### config.mk
export PLATFORM = sky130hd
export DESIGN_NAME = stacked_die_spi_flash_front_end
export DESIGN_NICKNAME = d
export VERILOG_FILES = /design/src/core/spi_stack_pkg.sv /design/src/core/read_fifo_if.sv /design/src/core/read_fifo.sv /design/src/core/stacked_die_spi_flash_front_end.sv
export SDC_FILE = /design/constraint.sdc
export NUM_CORES = 1
export LEC_CHECK = 0
export BUFFER_PORTS_ARGS = -buffer_cell sky130_fd_sc_hd__buf_4
export CAP_MARGIN = 15
export CORE_MARGIN = 2
export CORE_UTILIZATION = 60
export DETAILED_ROUTE_END_ITERATION = 6
export MAX_ROUTING_LAYER = met4
export PLACE_DENSITY = 0.8
export SLEW_MARGIN = 20
export SYNTH_ARGS = -nofsm -noshare
export SYNTH_HDL_FRONTEND = slang
export SYNTH_SLANG_ARGS = --single-unit
### constraint.sdc
create_clock -name clk -period 6.2 [get_ports clk]
set_clock_uncertainty 0.2 [all_clocks]
set_input_delay 0.62 -clock clk [delete_from_list [all_inputs] [get_ports clk]]
set_output_delay 0.62 -clock clk [all_outputs]
set_load 0.02 [all_outputs]
### src/core/spi_stack_pkg.sv
// constants and types shared by the stacked-die serial front end
// Overview of operation
// - die zero active after power-up
// - C2H plus 8-bit id picks active die
// - at most one die drives the bus
// - idle die hears only C2H, 66H/99H
// - idle die keeps running its program/erase
// - die select never aborts program/erase
// - 66H then 99H resets every die
// - works in SPI mode 0 and 3
// - sample on rising, shift on falling
// - dual reads use IO0 and IO1
// - quad reads use IO0 to IO3
// - quad enable fixed at one
// - EDH/EEH move data on both edges
// - ECC off keeps event pin released
// - pin low over flagged 8-byte group
// - select bit picks correction or detection
// - event pin is open-drain
// - ECC groups are aligned 8-byte groups
package spi_stack_pkg;
    localparam logic [7:0] OP_DIE_SELECT   = 8'hc2;
    localparam logic [7:0] OP_RESET_ENABLE = 8'h66;
    localparam logic [7:0] OP_RESET        = 8'h99;
    localparam logic [7:0] DIE_ID0_DEFAULT = 8'h00;
    localparam logic [7:0] DIE_ID1_DEFAULT = 8'h01;
    localparam logic [1:0] ACTIVE_RESET    = 2'h1;
    localparam logic       QUAD_ENABLE_VAL = 1'b1;
    localparam logic [3:0] DUMMY_FAST      = 4'h8;
    localparam logic [3:0] DUMMY_QUAD_IO   = 4'h6;
    localparam logic [3:0] DUMMY_NONE      = 4'h0;
    localparam logic [7:0] IDLE_FILL       = 8'hff;
    localparam int         FIFO_DEPTH      = 8;
    localparam int         FIFO_WIDTH      = 10;

    typedef enum logic [4:0] {
        S_CMD    = 5'h01,
        S_ID     = 5'h02,
        S_ADDR   = 5'h04,
        S_DUMMY  = 5'h08,
        S_DATA   = 5'h10
    } frame_state_t;
endpackage

### src/core/read_fifo_if.sv
// handshake bundle between the read data buffer and the serial shifter
`timescale 1ns/10ps
`default_nettype none
interface read_fifo_if #(parameter int WIDTH = 10);
    logic             push_valid;
    logic             push_ready;
    logic [WIDTH-1:0] push_data;
    logic             pop_valid;
    logic             pop_ready;
    logic [WIDTH-1:0] pop_data;
    logic             flush;

    modport buffer   (input push_valid, push_data, pop_ready, flush,
                      output push_ready, pop_valid, pop_data);
    modport producer (output push_valid, push_data,
                      input push_ready);
    modport consumer (output pop_ready, flush,
                      input pop_valid, pop_data);
endinterface
`default_nettype wire

### src/core/read_fifo.sv
// small read data buffer between the array side and the serial shifter
`timescale 1ns/10ps
`default_nettype none
module read_fifo #(
    parameter int WIDTH = 10,
    parameter int DEPTH = 8
) (
    input  wire logic   clk,
    input  wire logic   rst_n,
    read_fifo_if.buffer f
);
    localparam int AW = $clog2(DEPTH);

    logic [WIDTH-1:0] mem_q [DEPTH];
    logic [AW-1:0]    wr_ptr_q;
    logic [AW-1:0]    rd_ptr_q;
    logic [AW:0]      count_q;
    logic             do_push;
    logic             do_pop;

    assign f.push_ready = (count_q != (AW+1)'(DEPTH)) && !f.flush;
    assign f.pop_valid  = (count_q != '0) && !f.flush;
    assign f.pop_data   = mem_q[rd_ptr_q];
    assign do_push      = f.push_valid && f.push_ready;
    assign do_pop       = f.pop_valid && f.pop_ready;

    always_ff @(posedge clk) begin
        if (do_push) begin
            mem_q[wr_ptr_q] <= f.push_data;
        end
    end

    always_ff @(posedge clk or negedge rst_n) begin
        if (!rst_n) begin
            wr_ptr_q <= '0;
            rd_ptr_q <= '0;
            count_q  <= '0;
        end else if (f.flush) begin
            wr_ptr_q <= '0;
            rd_ptr_q <= '0;
            count_q  <= '0;
        end else begin
            if (do_push) begin
                wr_ptr_q <= (wr_ptr_q == AW'(DEPTH-1)) ? '0 : wr_ptr_q + 1'b1;
            end
            if (do_pop) begin
                rd_ptr_q <= (rd_ptr_q == AW'(DEPTH-1)) ? '0 : rd_ptr_q + 1'b1;
            end
            count_q <= count_q + (AW+1)'(do_push) - (AW+1)'(do_pop);
        end
    end
endmodule
`default_nettype wire

### src/core/stacked_die_spi_flash_front_end.sv
// serial bus front end shared by two stacked flash dies
`timescale 1ns/10ps
`default_nettype none
module stacked_die_spi_flash_front_end #(
    parameter logic [7:0] DIE_ID0 = spi_stack_pkg::DIE_ID0_DEFAULT,
    parameter logic [7:0] DIE_ID1 = spi_stack_pkg::DIE_ID1_DEFAULT
) (
    input  wire logic        clk,
    input  wire logic        resetn,
    input  wire logic        sclk,
    input  wire logic        cs_n,
    input  wire logic [3:0]  io_i,
    output logic      [3:0]  io_o,
    output logic      [3:0]  io_oe,
    output logic             ecc_event_out_n_o,
    output logic             ecc_event_out_n_oe,
    input  wire logic        ecc_enable,
    input  wire logic        ecc_pin_report_select,
    output logic             quad_lines_enable,
    output logic      [1:0]  active_die,
    output logic             sw_reset,
    output logic             cmd_valid,
    output logic      [7:0]  cmd_opcode,
    output logic             rd_req,
    output logic      [31:0] rd_addr,
    output logic             rd_die,
    output logic             frame_end,
    input  wire logic        rd_data_valid,
    input  wire logic [7:0]  rd_data,
    input  wire logic        rd_data_sec,
    input  wire logic        rd_data_ded,
    output logic             rd_data_ready
);
    // reset release
    logic rst_s1_q;
    logic rst_n_q;
    always_ff @(posedge clk or negedge resetn) begin
        if (!resetn) begin
            rst_s1_q <= 1'b0;
            rst_n_q  <= 1'b0;
        end else begin
            rst_s1_q <= 1'b1;
            rst_n_q  <= rst_s1_q;
        end
    end

    // pins come from the host domain: two flops before use
    logic       sclk_s1_q, sclk_s2_q, sclk_s3_q;
    logic       cs_s1_q, cs_s2_q, cs_s3_q;
    logic [3:0] io_s1_q, io_s2_q;
    always_ff @(posedge clk or negedge rst_n_q) begin
        if (!rst_n_q) begin
            sclk_s1_q <= 1'b0;
            sclk_s2_q <= 1'b0;
            sclk_s3_q <= 1'b0;
            cs_s1_q   <= 1'b1;
            cs_s2_q   <= 1'b1;
            cs_s3_q   <= 1'b1;
            io_s1_q   <= 4'h0;
            io_s2_q   <= 4'h0;
        end else begin
            sclk_s1_q <= sclk;
            sclk_s2_q <= sclk_s1_q;
            sclk_s3_q <= sclk_s2_q;
            cs_s1_q   <= cs_n;
            cs_s2_q   <= cs_s1_q;
            cs_s3_q   <= cs_s2_q;
            io_s1_q   <= io_i;
            io_s2_q   <= io_s1_q;
        end
    end

    // only edges are used, so idle level of the clock (mode 0 or 3)
    // does not matter; data pins are sampled with the same delay
    logic sel;
    logic rise;
    logic fall;
    assign sel  = !cs_s2_q;
    assign rise = sel && sclk_s2_q && !sclk_s3_q;
    assign fall = sel && !sclk_s2_q && sclk_s3_q;

    assign quad_lines_enable = spi_stack_pkg::QUAD_ENABLE_VAL;

    // command classes: {read, addr lanes, data lanes, dtr, 4-byte, dummy}
    function automatic logic is_read(input logic [7:0] op);
        case (op)
            8'h03, 8'h13, 8'h0b, 8'h0c, 8'h3b, 8'h3c, 8'h6b, 8'h6c,
            8'hbb, 8'hbc, 8'heb, 8'hec, 8'hed, 8'hee: is_read = 1'b1;
            default: is_read = 1'b0;
        endcase
    endfunction

    function automatic logic [2:0] addr_lanes(input logic [7:0] op);
        case (op)
            8'hbb, 8'hbc: addr_lanes = 3'h2;
            8'heb, 8'hec, 8'hed, 8'hee: addr_lanes = 3'h4;
            default: addr_lanes = 3'h1;
        endcase
    endfunction

    function automatic logic [2:0] data_lanes(input logic [7:0] op);
        case (op)
            8'h3b, 8'h3c, 8'hbb, 8'hbc: data_lanes = 3'h2;
            8'h6b, 8'h6c, 8'heb, 8'hec,
            8'hed, 8'hee: data_lanes = 3'h4;
            default: data_lanes = 3'h1;
        endcase
    endfunction

    function automatic logic [3:0] dummy_of(input logic [7:0] op);
        case (op)
            8'h03, 8'h13: dummy_of = spi_stack_pkg::DUMMY_NONE;
            8'heb, 8'hec: dummy_of = spi_stack_pkg::DUMMY_QUAD_IO;
            default: dummy_of = spi_stack_pkg::DUMMY_FAST;
        endcase
    endfunction

    spi_stack_pkg::frame_state_t state_q;
    logic [2:0]  lanes_q;
    logic [2:0]  data_lanes_q;
    logic        dtr_q;
    logic [2:0]  addr_left_q;
    logic [3:0]  dummy_q;
    logic [3:0]  bitcnt_q;
    logic [7:0]  shin_q;
    logic [1:0]  active_q;
    logic        reset_armed_q;

    // input shifter: one, two or four bits per sampling edge
    logic       in_edge;
    logic [7:0] shin_d;
    logic [3:0] bitcnt_d;
    logic       byte_done;
    assign in_edge = rise || (dtr_q && fall && state_q == spi_stack_pkg::S_ADDR);

    always_comb begin
        shin_d   = shin_q;
        bitcnt_d = bitcnt_q + 4'(lanes_q);
        case (lanes_q)
            3'h2:    shin_d = {shin_q[5:0], io_s2_q[1:0]};
            3'h4:    shin_d = {shin_q[3:0], io_s2_q[3:0]};
            default: shin_d = {shin_q[6:0], io_s2_q[0]};
        endcase
    end
    assign byte_done = in_edge && bitcnt_d == 4'h8 &&
                       state_q != spi_stack_pkg::S_DUMMY &&
                       state_q != spi_stack_pkg::S_DATA;

    logic any_active;
    logic cmd_byte;
    logic die_sel_ev;
    logic reset_ev;
    logic read_ev;
    logic other_ev;
    assign any_active = |active_q;
    assign cmd_byte   = byte_done && state_q == spi_stack_pkg::S_CMD;
    assign die_sel_ev = byte_done && state_q == spi_stack_pkg::S_ID;
    assign reset_ev   = cmd_byte && shin_d == spi_stack_pkg::OP_RESET &&
                        reset_armed_q;
    // an idle stack hears only select and reset
    assign read_ev    = cmd_byte && any_active && is_read(shin_d);
    assign other_ev   = cmd_byte && any_active && !is_read(shin_d) &&
                        shin_d != spi_stack_pkg::OP_DIE_SELECT &&
                        shin_d != spi_stack_pkg::OP_RESET_ENABLE &&
                        !reset_ev;

    // frame sequencing; anything not understood waits out the frame
    logic in_frame_q;
    always_ff @(posedge clk or negedge rst_n_q) begin
        if (!rst_n_q) begin
            state_q      <= spi_stack_pkg::S_CMD;
            in_frame_q   <= 1'b0;
            lanes_q      <= 3'h1;
            data_lanes_q <= 3'h1;
            dtr_q        <= 1'b0;
            addr_left_q  <= 3'h0;
            dummy_q      <= 4'h0;
            bitcnt_q     <= 4'h0;
            shin_q       <= 8'h00;
        end else if (!sel) begin
            state_q    <= spi_stack_pkg::S_CMD;
            in_frame_q <= 1'b1;
            lanes_q    <= 3'h1;
            dtr_q      <= 1'b0;
            bitcnt_q   <= 4'h0;
        end else if (in_edge && in_frame_q) begin
            shin_q   <= shin_d;
            bitcnt_q <= (bitcnt_d == 4'h8) ? 4'h0 : bitcnt_d;
            case (state_q)
                spi_stack_pkg::S_CMD: begin
                    if (bitcnt_d == 4'h8) begin
                        in_frame_q <= shin_d == spi_stack_pkg::OP_DIE_SELECT
                                      || read_ev;
                        if (shin_d == spi_stack_pkg::OP_DIE_SELECT) begin
                            state_q <= spi_stack_pkg::S_ID;
                        end
                        if (read_ev) begin
                            state_q      <= spi_stack_pkg::S_ADDR;
                            lanes_q      <= addr_lanes(shin_d);
                            data_lanes_q <= data_lanes(shin_d);
                            dtr_q        <= shin_d == 8'hed ||
                                            shin_d == 8'hee;
                            addr_left_q  <= (shin_d[3:0] == 4'hc ||
                                             shin_d == 8'h13 ||
                                             shin_d == 8'hee) ? 3'h4 : 3'h3;
                            dummy_q      <= dummy_of(shin_d);
                        end
                    end
                end
                spi_stack_pkg::S_ID: begin
                    if (bitcnt_d == 4'h8) begin
                        in_frame_q <= 1'b0;
                    end
                end
                spi_stack_pkg::S_ADDR: begin
                    if (bitcnt_d == 4'h8) begin
                        addr_left_q <= addr_left_q - 3'h1;
                        if (addr_left_q == 3'h1) begin
                            state_q <= (dummy_q == 4'h0) ?
                                       spi_stack_pkg::S_DATA :
                                       spi_stack_pkg::S_DUMMY;
                        end
                    end
                end
                spi_stack_pkg::S_DUMMY: begin
                    // dummy counts clocks, so only rising edges count
                    if (rise) begin
                        dummy_q <= dummy_q - 4'h1;
                        if (dummy_q == 4'h1) begin
                            state_q <= spi_stack_pkg::S_DATA;
                        end
                    end
                end
                spi_stack_pkg::S_DATA: begin
                    bitcnt_q <= 4'h0;
                end
                default: begin
                    state_q <= spi_stack_pkg::S_CMD;
                end
            endcase
        end
    end

    // die activity: a die follows its own id, reset brings back die zero
    always_ff @(posedge clk or negedge rst_n_q) begin
        if (!rst_n_q) begin
            active_q <= spi_stack_pkg::ACTIVE_RESET;
        end else if (reset_ev) begin
            active_q <= spi_stack_pkg::ACTIVE_RESET;
        end else if (die_sel_ev) begin
            // ids differ, so at most one bit can be set
            active_q <= {shin_d == DIE_ID1,
                         shin_d == DIE_ID0};
        end
    end
    assign active_die = active_q;

    // reset arm lives across frames and dies on any other instruction
    always_ff @(posedge clk or negedge rst_n_q) begin
        if (!rst_n_q) begin
            reset_armed_q <= 1'b0;
        end else if (cmd_byte) begin
            reset_armed_q <= shin_d == spi_stack_pkg::OP_RESET_ENABLE;
        end
    end

    // requests toward the array; die select emits nothing here, so a
    // running program or erase on either die is never disturbed
    logic [31:0] addr_q;
    always_ff @(posedge clk or negedge rst_n_q) begin
        if (!rst_n_q) begin
            sw_reset   <= 1'b0;
            cmd_valid  <= 1'b0;
            cmd_opcode <= 8'h00;
            rd_req     <= 1'b0;
            rd_addr    <= 32'h0;
            rd_die     <= 1'b0;
            addr_q     <= 32'h0;
            frame_end  <= 1'b0;
        end else begin
            sw_reset  <= reset_ev;
            cmd_valid <= other_ev;
            rd_req    <= 1'b0;
            frame_end <= sel == 1'b0 && cs_s3_q == 1'b0;
            if (other_ev || read_ev) begin
                cmd_opcode <= shin_d;
                rd_die     <= active_q[1];
                addr_q     <= 32'h0;
            end
            if (byte_done && state_q == spi_stack_pkg::S_ADDR) begin
                addr_q <= {addr_q[23:0], shin_d};
                if (addr_left_q == 3'h1) begin
                    rd_req  <= 1'b1;
                    rd_addr <= {addr_q[23:0], shin_d};
                end
            end
        end
    end

    // read data buffer: array pushes {ded, sec, byte}
    read_fifo_if #(.WIDTH(spi_stack_pkg::FIFO_WIDTH)) rbuf ();
    assign rbuf.push_valid = rd_data_valid;
    assign rbuf.push_data  = {rd_data_ded, rd_data_sec, rd_data};
    assign rd_data_ready   = rbuf.push_ready;
    assign rbuf.flush      = !sel;

    read_fifo #(
        .WIDTH (spi_stack_pkg::FIFO_WIDTH),
        .DEPTH (spi_stack_pkg::FIFO_DEPTH)
    ) u_read_fifo (
        .clk   (clk),
        .rst_n (rst_n_q),
        .f     (rbuf)
    );

    // output shifter: launch on falling edge, both edges for dtr
    logic       out_edge;
    logic       load;
    logic [7:0] out_sh_q;
    logic [3:0] out_cnt_q;
    logic [7:0] next_byte;
    logic [7:0] cur;
    logic       byte_flag_q;
    logic       next_flag;
    logic       data_phase;
    assign data_phase = state_q == spi_stack_pkg::S_DATA && any_active;
    assign out_edge   = data_phase && (fall || (dtr_q && rise));
    assign load       = out_edge && out_cnt_q == 4'h0;
    // an empty buffer sends erased data rather than stalling the host
    assign rbuf.pop_ready = load;
    assign next_byte  = rbuf.pop_valid ? rbuf.pop_data[7:0] :
                        spi_stack_pkg::IDLE_FILL;
    assign next_flag  = rbuf.pop_valid &&
                        (ecc_pin_report_select ? rbuf.pop_data[9] :
                                                 rbuf.pop_data[8]);
    assign cur        = load ? next_byte : out_sh_q;

    always_ff @(posedge clk or negedge rst_n_q) begin
        if (!rst_n_q) begin
            io_o        <= 4'h0;
            io_oe       <= 4'h0;
            out_sh_q    <= 8'h00;
            out_cnt_q   <= 4'h0;
            byte_flag_q <= 1'b0;
        end else if (!data_phase) begin
            io_oe     <= 4'h0;
            out_cnt_q <= 4'h0;
            byte_flag_q <= 1'b0;
        end else if (out_edge) begin
            if (load) begin
                byte_flag_q <= next_flag;
            end
            case (data_lanes_q)
                3'h2: begin
                    io_o     <= {2'b00, cur[7:6]};
                    io_oe    <= 4'h3;
                    out_sh_q <= {cur[5:0], 2'b00};
                end
                3'h4: begin
                    io_o     <= cur[7:4];
                    io_oe    <= 4'hf;
                    out_sh_q <= {cur[3:0], 4'h0};
                end
                default: begin
                    io_o     <= {2'b00, cur[7], 1'b0};
                    io_oe    <= 4'h2;
                    out_sh_q <= {cur[6:0], 1'b0};
                end
            endcase
            out_cnt_q <= (load ? 4'h8 : out_cnt_q) - 4'(data_lanes_q);
        end
    end

    // event pin: only ever pulls low, follows the flag of each byte sent;
    // the array flags every byte of an aligned 8-byte group alike
    always_ff @(posedge clk or negedge rst_n_q) begin
        if (!rst_n_q) begin
            ecc_event_out_n_oe <= 1'b0;
        end else begin
            ecc_event_out_n_oe <= ecc_enable && data_phase &&
                                  (load ? next_flag : byte_flag_q)
                                  && (out_edge || io_oe != 4'h0);
        end
    end
    assign ecc_event_out_n_o = 1'b0;
endmodule
`default_nettype wire

==> summary.log, run 1 <==
qor: status.result_of_the_run complete, no violations
qor: cells_and_area.final-instance-count-excl-fill 1,164
qor: timing.max-slew-margin-rel 24.26%
qor: routing.detailedRoute.firstIterationViolations 573
qor: routing.firstDrtPassIters 5
qor: place.portBuffers 77
qor: synthesis.yosys_warnings 0
qor: worst_setup_path.crit_arrival 5.02 ns
qor: routing.detail_route.vias_per_cell 5.966
qor: floorplan.dieWidth 134.4 µm
qor: routing.drt_drc_violations_left 0
qor: worst_setup_path.critical_path.cell_chain nor2b_1 -> nand2_1 -> a21oi_1 -> nand3b_1 -> nor3_2 -> nand2_1 -> inv_1 -> ha_1 -> inv_1 -> ha_1 -> a21o_1 -> a21oi_1 -> xnor2_1 -> nor2_1
qor: global_routing.groute.usage.overall 25.75%
qor: floorplan.floorplan.die_area 18,050 µm²
qor: cts.tritoncts built
qor: worst_setup_path.crit_buf_inv 2
qor: cells_and_area.n_antenna_cell 0
qor: worst_setup_path.worst-path-stages 14
qor: timing.totalNegativeSetupSlack 0 ns
qor: synthesis.synth_top_area_share 34.85%
qor: timing.finalMaxSlewViolations 0
qor: timing.whs 0.009496 ns
qor: cells_and_area.fin_area 11,820 µm²
qor: worst_setup_path.worst-r2r-cell-count 14
qor: synthesis.synth_area_leaders dfrtp_1, edfxtp_1, nand2_1, mux4_2, ha_1
qor: cells_and_area.finish.net_count 972
qor: global_routing.grt_antenna_before_repair 0
qor: floorplan.die_height 134.4 µm
qor: routing.routed_wire_length_per_instance 18.90 µm
qor: flow_run.max_cap_viols 0
qor: timing.tightest_slew 1.132 ns
qor: cts.htree_num_levels 1
qor: power.comb_power_share 7.1%
qor: synthesis.fraction_of_the_yosys_area_taken_by_sequential_cells 60.22%
qor: timing.hold_viol 0
qor: place.hpwl 14,330 µm
qor: power.clockPowerShare 45.7%
qor: worst_setup_path.critPathMaxFanout 17
qor: worst_setup_path.rrSetupSlack 1.38 ns
qor: routing.postRouteWirelength 22,000 µm
qor: routing.antenna_violating_nets_post_route 0
qor: global_routing.gr-total-overflow 0
qor: global_routing.grt_start_max_net_pins 51
qor: cts.postCtsResizedCells 0
qor: timing.finalWorstPathRequiredPeriod 4.823 ns
qor: synthesis.synthFlopType dfrtp_1
qor: floorplan.floorplan.rows 47
qor: timing.rsz0062_at_grt no
qor: cts.tritoncts.num_buffers 24
qor: synthesis.yosys.cell_types.count 70
qor: cts.hold_buffers 3
qor: synthesis.ys_seq_elements 229
qor: synthesis.synth-edff-count 80
qor: cells_and_area.syn2layout_area_growth 15.93%
qor: worst_setup_path.cpPeakStageDelay 0.82 ns
qor: cts.cts_post_setup_buffers_inserted 0
qor: floorplan.boundary_pins 80
qor: worst_setup_path.crit_path_start sclk_s2_q$_DFF_PN0_
qor: synthesis.gate_count_post_synth 861
qor: cts.clk_pin_slew 0.07 ns
qor: worst_setup_path.worst-setup-path-type reg2reg
qor: worst_setup_path.cpMaxStageDelayCell a21oi_1
qor: floorplan.design.core.area 16,580 µm²
qor: global_routing.first_global_vias 6,831
qor: hold_path.hp-class in2reg
qor: power.power_per_cell_area 296.3 nW/µm²
qor: synthesis.post_synth.cell_area_avg 11.84 µm²
qor: power.sw_ratio 22.75%
qor: power.power.share.sequential 47.2%
qor: worst_setup_path.req_time_crit_path 6.39 ns
qor: timing.setup_viol 0
qor: worst_setup_path.rr_endpoint u_read_fifo.count_q[3]$_DFF_PN0_
qor: synthesis.ys_async_rst_share 65.07%
qor: place.place_congestion 0.8556
qor: floorplan.initial_core_util 61.48%
qor: cells_and_area.drive_gt1_share 19.60%
qor: global_routing.global_route_wire_length_before_repair 35,670 µm
qor: timing.layout_worst_path_cycle_share 77.79%
qor: worst_setup_path.worstSetupEndpointType flip-flop
qor: synthesis.synth.cell_area 10,200 µm²
qor: power.vdd_drop_max 279.3 µV
qor: cts.clockRootBuffer clkbuf_16
qor: worst_setup_path.critical_path_launch_point_type flip-flop
qor: power.switching_power_of_the_nets 0.7967 mW
qor: worst_setup_path.path_delay_family simple AND/OR/NAND/NOR gates
qor: routing.routed-via-count 6,945
qor: power.leakage 5.047 nW
qor: place.dpl-instance-area 10,890 µm²
qor: cts.clock_insertion_delay_worst_skew 0.51 ns
qor: cts.cts-root-to-sink-buffers 3
qor: worst_setup_path.endpoint u_read_fifo.count_q[3]$_DFF_PN0_
qor: worst_setup_path.reg2reg_from sclk_s2_q$_DFF_PN0_
qor: place.place_inst 1,119
qor: cts.cts_sinks 229
qor: timing.fmax 0.2073 GHz
qor: synthesis.synth.largest_area_cell dfrtp_1
qor: power.p_int 2.706 mW
registers in the layout (all words and copies together) (netlist names), 2 cells and up:
signal	flops
active_die	2
addr_left_q	3
addr_q	24
bitcnt_q	4
cmd_opcode	8
data_lanes_q	3
dummy_q	4
io_o	4
io_oe	3
io_s1_q	4
io_s2_q	4
lanes_q	3
out_cnt_q	4
out_sh_q	7
rd_addr	32
shin_q	7
state_q	5
u_read_fifo.count_q	4
u_read_fifo.mem_q	80
u_read_fifo.rd_ptr_q	3
u_read_fifo.wr_ptr_q	3
cell usage after synthesis, types with 8 or more instances:
cell type	number
o21ai_0	38
nand3_1	46
buf_4	8
mux4_2	21
clkbuf_1	25
nand2b_1	12
nor2_1	38
inv_1	29
or3_1	8
a21oi_1	25
nor3_1	18
nor2b_1	10
nand2_1	164
mux2_2	10
dfrtp_1	142
mux2i_1	25
ha_1	20
buf_2	8
edfxtp_1	80
stage by stage:
stage / utilization (%) / total power, mW / worst slack [ns]
2_1_floorplan: - / 1.837 / 1.553
3_3_place_gp: 65.66 / 1.916 / 1.626
3_5_place_dp: 65.66 / 1.924 / 1.485
4_1_cts: 71.23 / 3.517 / 1.412
5_1_grt: 71.28 / 3.615 / 0.9660
6_report: 71.28 / 3.503 / 1.377
how the worst min path moves through the flow:
stage,from,endpoint,slack (ns),depth (start not counted)
after floorplan,resetn,rst_n_q$_DFF_PN0_,0.12,0
after global placement,io_s1_q[3]$_DFF_PN0_,io_s2_q[3]$_DFF_PN0_,0.13,0
after detailed placement,io_s1_q[0]$_DFF_PN0_,io_s2_q[0]$_DFF_PN0_,0.13,0
after CTS,io_i[1],io_s1_q[1]$_DFF_PN0_,0.003,1
after global routing,io_i[2],io_s1_q[2]$_DFF_PN0_,0.002,1
final,io_i[1],io_s1_q[1]$_DFF_PN0_,0.009,1
worst reg2reg max path: stages (launching register included):
cell      delay [ns]
dfrtp_1         0.39
nor2b_1         0.24
nand2_1         0.08
a21oi_1         0.82
nand3b_1        0.68
nor3_2          0.75
nand2_1         0.27
inv_1           0.19
ha_1            0.17
inv_1           0.07
ha_1            0.30
a21o_1          0.17
a21oi_1         0.18
xnor2_1         0.14
nor2_1          0.05
power by group through the flow:
stage / sequential, mW / clock, mW / combinational (mW)
2_1_floorplan: 1.68 / 0 / 0.161
3_3_place_gp: 1.68 / 0 / 0.239
3_5_place_dp: 1.68 / 0 / 0.244
4_1_cts: 1.65 / 1.62 / 0.247
5_1_grt: 1.66 / 1.68 / 0.276
6_report: 1.65 / 1.60 / 0.249
placed cells by master (no fill, tap or decap), drive strengths merged, types with 4 or more instances in the layout:
| cell | n |
|---|---|
| o21ai | 45 |
| o31ai | 4 |
| xnor2 | 7 |
| a21oi | 26 |
| a31oi | 5 |
| mux2i | 25 |
| mux4 | 21 |
| clkbuf | 28 |
| dfstp | 7 |
| o311ai | 6 |
| a2bb2oi | 5 |
| bufinv | 6 |
| clkinv | 7 |
| or3 | 8 |
| nand2b | 12 |
| nand3b | 6 |
| dfrtp | 142 |
| ha | 20 |
| and3 | 6 |
| nor4 | 6 |
| nor2 | 38 |
| nand2 | 164 |
| nand3 | 46 |
| o21bai | 5 |
| o311a | 4 |
| nor3 | 19 |
| buf | 84 |
| inv | 30 |
| o221ai | 7 |
| nor2b | 10 |
| edfxtp | 80 |
| mux2 | 15 |
cell type report:
cell class              instances  area [µm²]
flip-flops and latches        229        6143
well taps                     220       275.3
fillers                      1152        4763
clock buffers                  28       646.9
repair buffers                 87       660.6
multi-input cells             555        3730
inverters                      31       116.4
clock inverters                14       247.7
metal layers:
metal / share of wire [%] / global-route usage [%]
met4: 2.6 / 8.070
met1: 42 / 34.40
met3: 5.0 / 3.364
met5: 0 / -
met2: 50 / 41.78
kinds of logic after synthesis:
family,count (synthesis),synth area share (%)
simple gates,330,14.96
flops,229,60.22
compound gates,130,8.823
buf+inv,78,3.411
mux,61,8.786
fa+ha+maj,23,3.043
xor+xnor,8,0.6872
other cells,2,0.07366
(Power assumes the default switching activity.)
==> inputs of run 2 (changes only) <==
--- a/config.mk
+++ b/config.mk
@@ -5,13 +5,14 @@
 export SDC_FILE = /design/constraint.sdc
 export NUM_CORES = 1
 export LEC_CHECK = 0
+export ABC_AREA = 1
 export BUFFER_PORTS_ARGS = -buffer_cell sky130_fd_sc_hd__buf_4
 export CAP_MARGIN = 15
 export CORE_MARGIN = 2
-export CORE_UTILIZATION = 60
+export CORE_UTILIZATION = 54
 export DETAILED_ROUTE_END_ITERATION = 6
 export MAX_ROUTING_LAYER = met4
-export PLACE_DENSITY = 0.8
+export PLACE_DENSITY = 0.76
 export SLEW_MARGIN = 20
 export SYNTH_ARGS = -nofsm -noshare
 export SYNTH_HDL_FRONTEND = slang
==> constraint.sdc (replaced) <==
create_clock -name clk -period 4.3 [get_ports clk]
set_clock_uncertainty 0.2 [all_clocks]
set_input_delay 0.43 -clock clk [delete_from_list [all_inputs] [get_ports clk]]
set_output_delay 0.43 -clock clk [all_outputs]
set_load 0.02 [all_outputs]
==> summary.log, run 2 <==
qor: cells_and_area.final_common_cell nand2_1
qor: synthesis.synth-edff-count 80 [unchanged]
qor: cells_and_area.largest_register_ff_count 80 [unchanged]
qor: synthesis.yosys.cell_types.count 52 [-26%]
qor: synthesis.ys_seq_elements 229 [unchanged]
qor: synthesis.fraction_of_the_yosys_area_taken_by_sequential_cells 60.23% [about the same]
qor: timing.hold_viol 0 [unchanged]
qor: status.result_of_the_run complete, no violations
qor: global_routing.groute.usage.overall 22.59% [-3.2 points]
qor: cts.clk_pin_slew 0.06 ns [about the same]
qor: cts.cts_sinks 229 [unchanged]
qor: worst_setup_path.crit_arrival 3.63 ns [-1.39 ns]
qor: synthesis.synth_top_area_share 34.86% [about the same]
qor: synthesis.gate_count_post_synth 1,029 [+20%]
qor: cells_and_area.seq_area 6143 µm² [unchanged]
qor: cells_and_area.syn2layout_area_growth 16.90%
qor: timing.max-slew-margin-rel 28.72% [+4.5 points]
qor: global_routing.grt_antenna_before_repair 0 [unchanged]
qor: synthesis.yosys_warnings 0 [unchanged]
qor: cts.clockRootBuffer clkbuf_16
qor: global_routing.first_global_vias 7,272 [+6.5%]
qor: timing.finalMaxSlewViolations 0 [unchanged]
qor: place.dpl-instance-area 10,960 µm² [+0.70%]
qor: synthesis.ys_async_rst_share 65.07% [unchanged]
qor: timing.finalWorstPathRequiredPeriod 3.425 ns [-1.398 ns]
qor: timing.setup_ws 0.8745 ns [-0.5022 ns]
qor: routing.firstDrtPassIters 5 [unchanged]
qor: timing.totalNegativeSetupSlack 0 ns [unchanged]
qor: worst_setup_path.req_time_crit_path 4.51 ns [-1.88 ns]
qor: floorplan.initial_core_util 54.68% [-6.8 points]
qor: routing.drt_drc_violations_left 0 [unchanged]
qor: global_routing.grt_start_max_net_pins 61 [+20%]
qor: floorplan.die_height 141.4 µm [+5.2%]
qor: worst_setup_path.crit_buf_inv 4 [+2]
qor: worst_setup_path.cpMaxStageDelayCell dfrtp_1
qor: global_routing.gr-total-overflow 0 [unchanged]
qor: timing.fmax 0.2919 GHz [+41%]
qor: hold_path.hp-class in2async
qor: cells_and_area.num-fill-cells 1,458 [+27%]
qor: timing.setup_viol 0 [unchanged]
qor: worst_setup_path.worstSetupEndpointType flip-flop
qor: timing.whs 0.03118 ns [+0.02169 ns]
qor: global_routing.globalRouteMet1Util 30.65% [-3.8 points]
qor: synthesis.post-synth-top-count-cell nand2_1
qor: cells_and_area.largest-register u_read_fifo.mem_q
qor: cts.htree_num_levels 1 [unchanged]
qor: cts.clock_insertion_delay_worst_skew 0.52 ns [about the same]
qor: floorplan.design.core.area 18,640 µm² [+12%]
qor: cells_and_area.layout_common_cells nand2_1, dfrtp_1, o21ai_0, buf_4, inv_1
qor: worst_setup_path.crit_path_frequent_cell nor2_1
qor: floorplan.boundary_pins 80 [unchanged]
qor: place.preCtsSetupSlack 0.8860 ns [-0.5987 ns]
qor: floorplan.floorplan.rows 50 [+6.4%]
qor: synthesis.synth_top_cells_by_count nand2_1, dfrtp_1, o21ai_0
qor: synthesis.post_synth.cell_area_avg 9.906 µm² [-16%]
qor: global_routing.groute.layer.met3.usage 3.071% [-0.29 points]
qor: synthesis.synth.cell_area 10,190 µm² [about the same]
qor: worst_setup_path.critical_path_launch_point_type flip-flop
qor: synthesis.synth.largest_area_cell dfrtp_1
qor: timing.rsz0062_at_grt no
qor: cells_and_area.fin_area 11,920 µm² [+0.81%]
qor: global_routing.top_usage_layer met2
qor: routing.detail_route.vias_per_cell 5.538 [-7.2%]
qor: synthesis.synth_area_leaders dfrtp_1, edfxtp_1, nand2_1, o21ai_0, nor2_1
qor: routing.antenna_violating_nets_post_route 0 [unchanged]
qor: cts.tritoncts built
qor: synthesis.synthFlopType dfrtp_1
qor: worst_setup_path.critPathMaxFanout 17 [unchanged]
qor: global_routing.global_route_wire_length_before_repair 35,690 µm [about the same]
qor: routing.routed_wire_length_per_instance 15.79 µm [-16%]
qor: floorplan.floorplan.die_area 19,990 µm² [+11%]
qor: worst_setup_path.worst-setup-path-type reg2reg
qor: routing.detailedRoute.firstIterationViolations 542 [-5.4%]
qor: worst_setup_path.critical_path.cell_chain nor2_1 -> nand3_1 -> a21oi_1 -> nand2_1 -> nand2_1 -> buf_4 -> nor2_1 -> inv_1 -> nor2_1 -> buf_4 -> ha_1 -> inv_1 -> ha_1 -> fa_1 -> o21ai_0 -> a21oi_1
qor: floorplan.dieWidth 141.4 µm [+5.2%]
qor: cells_and_area.drive_gt1_share 16.42% [-3.2 points]
qor: power.vdd_drop_max 333.3 µV [+19%]
qor: worst_setup_path.path_delay_family adder cells
qor: flow_run.max_cap_viols 0 [unchanged]
qor: cells_and_area.n_antenna_cell 0 [unchanged]
qor: cells_and_area.largestRegisters u_read_fifo.mem_q: 80 flops, rd_addr: 32 flops, addr_q: 24 flops
qor: power.power_per_cell_area 408.2 nW/µm² [+38%]
qor: place.place_congestion 0.8893 [+3.9%]
qor: timing.tightest_slew 1.065 ns [-0.06661 ns]
qor: routing.routed-via-count 7,604 [+9.5%]
qor: cells_and_area.multiInputGateArea 3477 µm² [-6.8%]
qor: worst_setup_path.cpPeakStageDelay 0.43 ns [-0.39 ns]
qor: routing.postRouteWirelength 21,690 µm [-1.4%]
qor: timing.layout_worst_path_cycle_share 79.66% [+1.9 points]
qor: power.total_power 4.865 mW [+39%]
qor: cells_and_area.finish.net_count 1,166 [+20%]
qor: place.hpwl 14,180 µm [-1.1%]
qor: cts.tritoncts.num_buffers 23 [-4.2%]
qor: global_routing.grt_use_met2 35.62% [-6.2 points]
qor: power.leakage 5.276 nW [+4.5%]
qor: cts.cts-root-to-sink-buffers 3 [unchanged]
qor: place.portBuffers 77 [unchanged]
[run 2: kinds of logic after synthesis]
| logic type | synth area share (%) |
|---|---|
| compound gates | 11.87 |
| simple gates | 18.61 |
| other cells | 0.07367 |
| fa+ha+maj | 3.044 |
| xor+xnor | 0.4297 |
| flops | 60.23 |
| buf+inv | 5.744 |
[run 2: report_power, final]
| part | total [mW] | switching, mW | internal, mW | leakage [nW] |
|---|---|---|---|---|
| sequential | 2.40 | 0.0606 | 2.34 | 2.68 |
| clock | 2.00 | 0.825 | 1.17 | 0.376 |
| combinational | 0.472 | 0.323 | 0.149 | 2.22 |
[run 2: path summary, 6_finish.rpt]
kind | cells past startpoint | end | from | slack [ns]
max in group asynchronous | 1 | active_die[0]$_DFFE_PN1P_ | rst_n_q$_DFF_PN0_ | 2.74
hold / removal | 2 | rst_n_q$_DFF_PN0_ | resetn | 0.03
setup reg to reg | 16 | u_read_fifo.count_q[2]$_DFF_PN0_ | state_q[3]$_DFFE_PN0P_ | 0.87
hold reg to reg | 0 | io_s2_q[0]$_DFF_PN0_ | io_s1_q[0]$_DFF_PN0_ | 0.15
setup / recovery | 16 | u_read_fifo.count_q[2]$_DFF_PN0_ | state_q[3]$_DFFE_PN0P_ | 0.87
min in group clk | 4 | u_read_fifo.wr_ptr_q[2]$_DFFE_PN0P_ | rd_data_valid | 0.09
[run 2: layer usage]
| layer | share of wire [%] | vias up |
|---|---|---|
| li1 | - | 3681 |
| met1 | 45 | 3673 |
| met2 | 48 | 199 |
| met3 | 4.5 | 51 |
| met4 | 2.6 | 0 |
| met5 | 0 | - |
[run 2: cell type report]
| type | count | area share (%) |
|---|---|---|
| inverters | 96 | 3.024 |
| multi-input cells | 663 | 29.18 |
| flip-flops and latches | 229 | 51.55 |
| clock inverters | 9 | 0.7035 |
| repair buffers | 109 | 7.350 |
| clock buffers | 33 | 5.733 |
| well taps | 234 | 2.457 |
[run 2: per-stage QoR]
step | util [%] | std cells
floorplan | - | 1030
global placement | 58.81 | 1313
detailed placement | 58.81 | 1313
CTS | 63.89 | 1373
global route | 63.92 | 1373
finish | 63.92 | 1373
[run 2: what timing repair did]
item | in CTS | in global routing
endpoints found under the hold margin | 89 | 0
endpoints found under the setup margin | 0 | 0
hold buffers | 18 | 0
resized for setup | 0 | 0
buffers inserted | 0 | 0
==> inputs of run 3 (changes only) <==
--- a/config.mk
+++ b/config.mk
@@ -9,10 +9,10 @@
 export BUFFER_PORTS_ARGS = -buffer_cell sky130_fd_sc_hd__buf_4
 export CAP_MARGIN = 15
 export CORE_MARGIN = 2
-export CORE_UTILIZATION = 54
+export CORE_UTILIZATION = 60
 export DETAILED_ROUTE_END_ITERATION = 6
 export MAX_ROUTING_LAYER = met4
-export PLACE_DENSITY = 0.76
+export PLACE_DENSITY = 0.8
 export SLEW_MARGIN = 20
 export SYNTH_ARGS = -nofsm -noshare
 export SYNTH_HDL_FRONTEND = slang
==> constraint.sdc (replaced) <==
create_clock -name clk -period 3.2 [get_ports clk]
set_clock_uncertainty 0.2 [all_clocks]
set_input_delay 0.32 -clock clk [delete_from_list [all_inputs] [get_ports clk]]
set_output_delay 0.32 -clock clk [all_outputs]
set_load 0.02 [all_outputs]
==> summary.log, run 3 (synthesis gave the netlist of run 2 again) <==
qor: routing.postRouteWirelength 22,670 µm [+4.6%]
qor: floorplan.floorplan.die_area 18,050 µm² [-9.7%]
qor: hold_path.hp-class in2reg
qor: cells_and_area.largest-register u_read_fifo.mem_q
qor: place.preCtsSetupSlack 0.09392 ns [-0.7921 ns]
qor: floorplan.initial_core_util 61.47% [+6.8 points]
qor: worst_setup_path.crit_path_frequent_cell nand2_2
qor: timing.setup_ws 0.1879 ns [-0.6867 ns]
qor: floorplan.floorplan.rows 47 [-6.0%]
qor: global_routing.gr-total-overflow 0 [unchanged]
qor: global_routing.grt_use_met2 42.55% [+6.9 points]
qor: worst_setup_path.cpMaxStageDelayCell dfstp_2
qor: cts.tritoncts.num_buffers 24 [+4.3%]
qor: routing.drt_drc_violations_left 0 [unchanged]
qor: cells_and_area.num-fill-cells 1,120 [-23%]
qor: worst_setup_path.path_delay_family simple AND/OR/NAND/NOR gates
qor: timing.finalWorstPathRequiredPeriod 3.012 ns [-0.4133 ns]
qor: routing.detailedRoute.firstIterationViolations 706 [+30%]
qor: place.hpwl 14,540 µm [+2.6%]
qor: floorplan.dieWidth 134.3 µm [-5.0%]
qor: worst_setup_path.worst-setup-path-type reg2reg
qor: place.portBuffers 77 [unchanged]
qor: flow_run.max_cap_viols 0 [unchanged]
qor: timing.finalMaxSlewViolations 0 [unchanged]
qor: cts.clk_pin_slew 0.06 ns [about the same]
qor: cells_and_area.final-instance-count-excl-fill 1,384 [+0.80%]
qor: global_routing.groute.usage.overall 26.50% [+3.9 points]
qor: timing.tightest_slew 0.6247 ns [-0.4406 ns]
qor: global_routing.globalRouteMet1Util 36.29% [+5.6 points]
qor: cells_and_area.largest_register_ff_count 80 [unchanged]
qor: global_routing.grt_start_max_net_pins 59 [-3.3%]
qor: status.result_of_the_run complete, no violations
qor: worst_setup_path.cpPeakStageDelay 0.55 ns [+0.12 ns]
qor: worst_setup_path.req_time_crit_path 3.36 ns [-1.15 ns]
qor: cells_and_area.finish.net_count 1,192 [+2.2%]
qor: routing.detail_route.vias_per_cell 5.605 [+1.2%]
qor: floorplan.die_height 134.3 µm [-5.0%]
qor: cells_and_area.syn2layout_area_growth 19.23%
qor: timing.totalNegativeSetupSlack 0 ns [unchanged]
qor: global_routing.groute.layer.met3.usage 3.250% [+0.18 points]
qor: worst_setup_path.crit_buf_inv 2 [-2]
qor: routing.routed-via-count 7,758 [+2.0%]
qor: power.power_per_cell_area 550.1 nW/µm² [+35%]
qor: global_routing.global_route_wire_length_before_repair 37,470 µm [+5.0%]
qor: cells_and_area.n_antenna_cell 0 [unchanged]
qor: floorplan.design.core.area 16,580 µm² [-11%]
qor: global_routing.first_global_vias 7,612 [+4.7%]
qor: routing.antenna_violating_nets_post_route 0 [unchanged]
qor: timing.setup_viol 0 [unchanged]
qor: cts.clockRootBuffer clkbuf_16
qor: floorplan.boundary_pins 80 [unchanged]
qor: timing.hold_viol 0 [unchanged]
qor: power.vdd_drop_max 521.0 µV [+56%]
qor: global_routing.grt_antenna_before_repair 0 [unchanged]
qor: cts.tritoncts built
qor: cts.htree_num_levels 1 [unchanged]
qor: cells_and_area.drive_gt1_share 18.30% [+1.9 points]
qor: cts.clock_insertion_delay_worst_skew 0.51 ns [about the same]
qor: place.place_inst 1,318 [+0.38%]
qor: timing.fmax 0.3320 GHz [+14%]
qor: routing.firstDrtPassIters 5 [unchanged]
qor: worst_setup_path.crit_arrival 3.17 ns [-0.46 ns]
qor: global_routing.top_usage_layer met2
qor: cts.cts_sinks 229 [unchanged]
qor: worst_setup_path.critical_path.cell_chain ha_1 -> inv_1 -> fa_1 -> nand2_1 -> nor2_1 -> nand2_2 -> nor2_4 -> nand2_2 -> a21oi_4 -> nand4_2 -> buf_6 -> nand3_1 -> o21ai_0
qor: cts.cts-root-to-sink-buffers 3 [unchanged]
qor: routing.routed_wire_length_per_instance 16.38 µm [+3.7%]
qor: worst_setup_path.critPathMaxFanout 43 [+26]
qor: power.total_power 6.686 mW [+37%]
qor: worst_setup_path.worstSetupEndpointType flip-flop
qor: timing.max-slew-margin-rel 58.31% [+30 points]
qor: cells_and_area.largestRegisters u_read_fifo.mem_q: 80 flops, rd_addr: 32 flops, addr_q: 24 flops
qor: cells_and_area.final_common_cell nand2_1
qor: timing.layout_worst_path_cycle_share 94.13% [+14 points]
qor: place.place_congestion 0.9312 [+4.7%]
qor: power.leakage 5.427 nW [+2.9%]
qor: cells_and_area.layout_common_cells nand2_1, dfrtp_1, buf_4, o21ai_0, inv_1
qor: worst_setup_path.critical_path_launch_point_type flip-flop
==> run 3: cell types whose count changed in the layout (fill, tap and decap cells not counted), moves of 2 or more <==
cell / delta
clkinvlp_4: -2
clkbuf_8: -3
clkbuf_16: +2
buf_4: +22
clkbuf_1: +2
dlygate4sd3_1: +2
clkinv_4: +2
==> run 3: path summary, 6_finish.rpt <==
path | start | end | slack, ns | cells after the start
worst max-delay path | lanes_q[0]$_DFFE_PN1P_ | addr_q[19]$_DFFE_PN0P_ | 0.19 | 13
worst min-delay path | ecc_pin_report_select | byte_flag_q$_DFFE_PN0P_ | 0.07 | 4
worst max register to register | lanes_q[0]$_DFFE_PN1P_ | addr_q[19]$_DFFE_PN0P_ | 0.19 | 13
worst min register to register | rst_n_q$_DFF_PN0_ | dummy_q[3]$_DFFE_PN0P_ | 0.11 | 0
max in group asynchronous | rst_n_q$_DFF_PN0_ | rd_addr[19]$_DFFE_PN0P_ | 1.92 | 1
min in group asynchronous | rst_n_q$_DFF_PN0_ | dummy_q[3]$_DFFE_PN0P_ | 0.11 | 0
==> run 3: final cells by class <==
cell class | instances | area [µm²] | share of cell area (%)
inverters | 96 | 360.3 | 2.965
clock inverters | 8 | 97.59 | 0.8030
flip-flops and latches | 229 | 6143 | 50.55
clock buffers | 34 | 699.4 | 5.755
well taps | 220 | 275.3 | 2.265
multi-input cells | 663 | 3506 | 28.84
repair buffers | 134 | 1072 | 8.822
==> run 3: stage by stage <==
step / util [%] / instance area [µm²] / hold WS, ns
3_5_place_dp: 66.87 / 11090 / -0.09562
5_1_grt: 73.29 / 12150 / 0.09327
4_1_cts: 72.88 / 12090 / 0.04999
6_report: 73.29 / 12150 / 0.07442
2_1_floorplan: - / 10200 / -0.1756
3_3_place_gp: 66.87 / 11090 / -0.09688
==> run 3: worst register-to-register path, stage by stage, from the launching register on <==
cell and delay, ns:
dfstp_2 0.55, ha_1 0.17, inv_1 0.05, fa_1 0.49, nand2_1 0.06, nor2_1 0.12, nand2_2 0.12, nor2_4 0.16
nand2_2 0.11, a21oi_4 0.26, nand4_2 0.12, buf_6 0.23, nand3_1 0.12, o21ai_0 0.11
==> run 3: repair_timing <==
action	in CTS	in global routing
endpoints found under the hold margin	90	0
setup buffers	0	4
hold buffers	20	0
setup endpoints to repair	0	48
gates resized for setup	0	9
==> run 3: report_power, final <==
part | leakage, nW | total [mW] | internal (mW) | switching, mW
combinational | 2.35 | 0.686 | 0.226 | 0.460
sequential | 2.68 | 3.22 | 3.14 | 0.0804
clock | 0.395 | 2.78 | 1.68 | 1.10
==> run 3: routing by layer <==
layer | wire, µm | vias to the layer above | part of all wire [%]
met1 | 9852 | 3762 | 43
met2 | 11260 | 233 | 50
met5 | 0 | - | 0
met3 | 1164 | 39 | 5.1
met4 | 395 | 0 | 1.7
li1 | - | 3724 | -
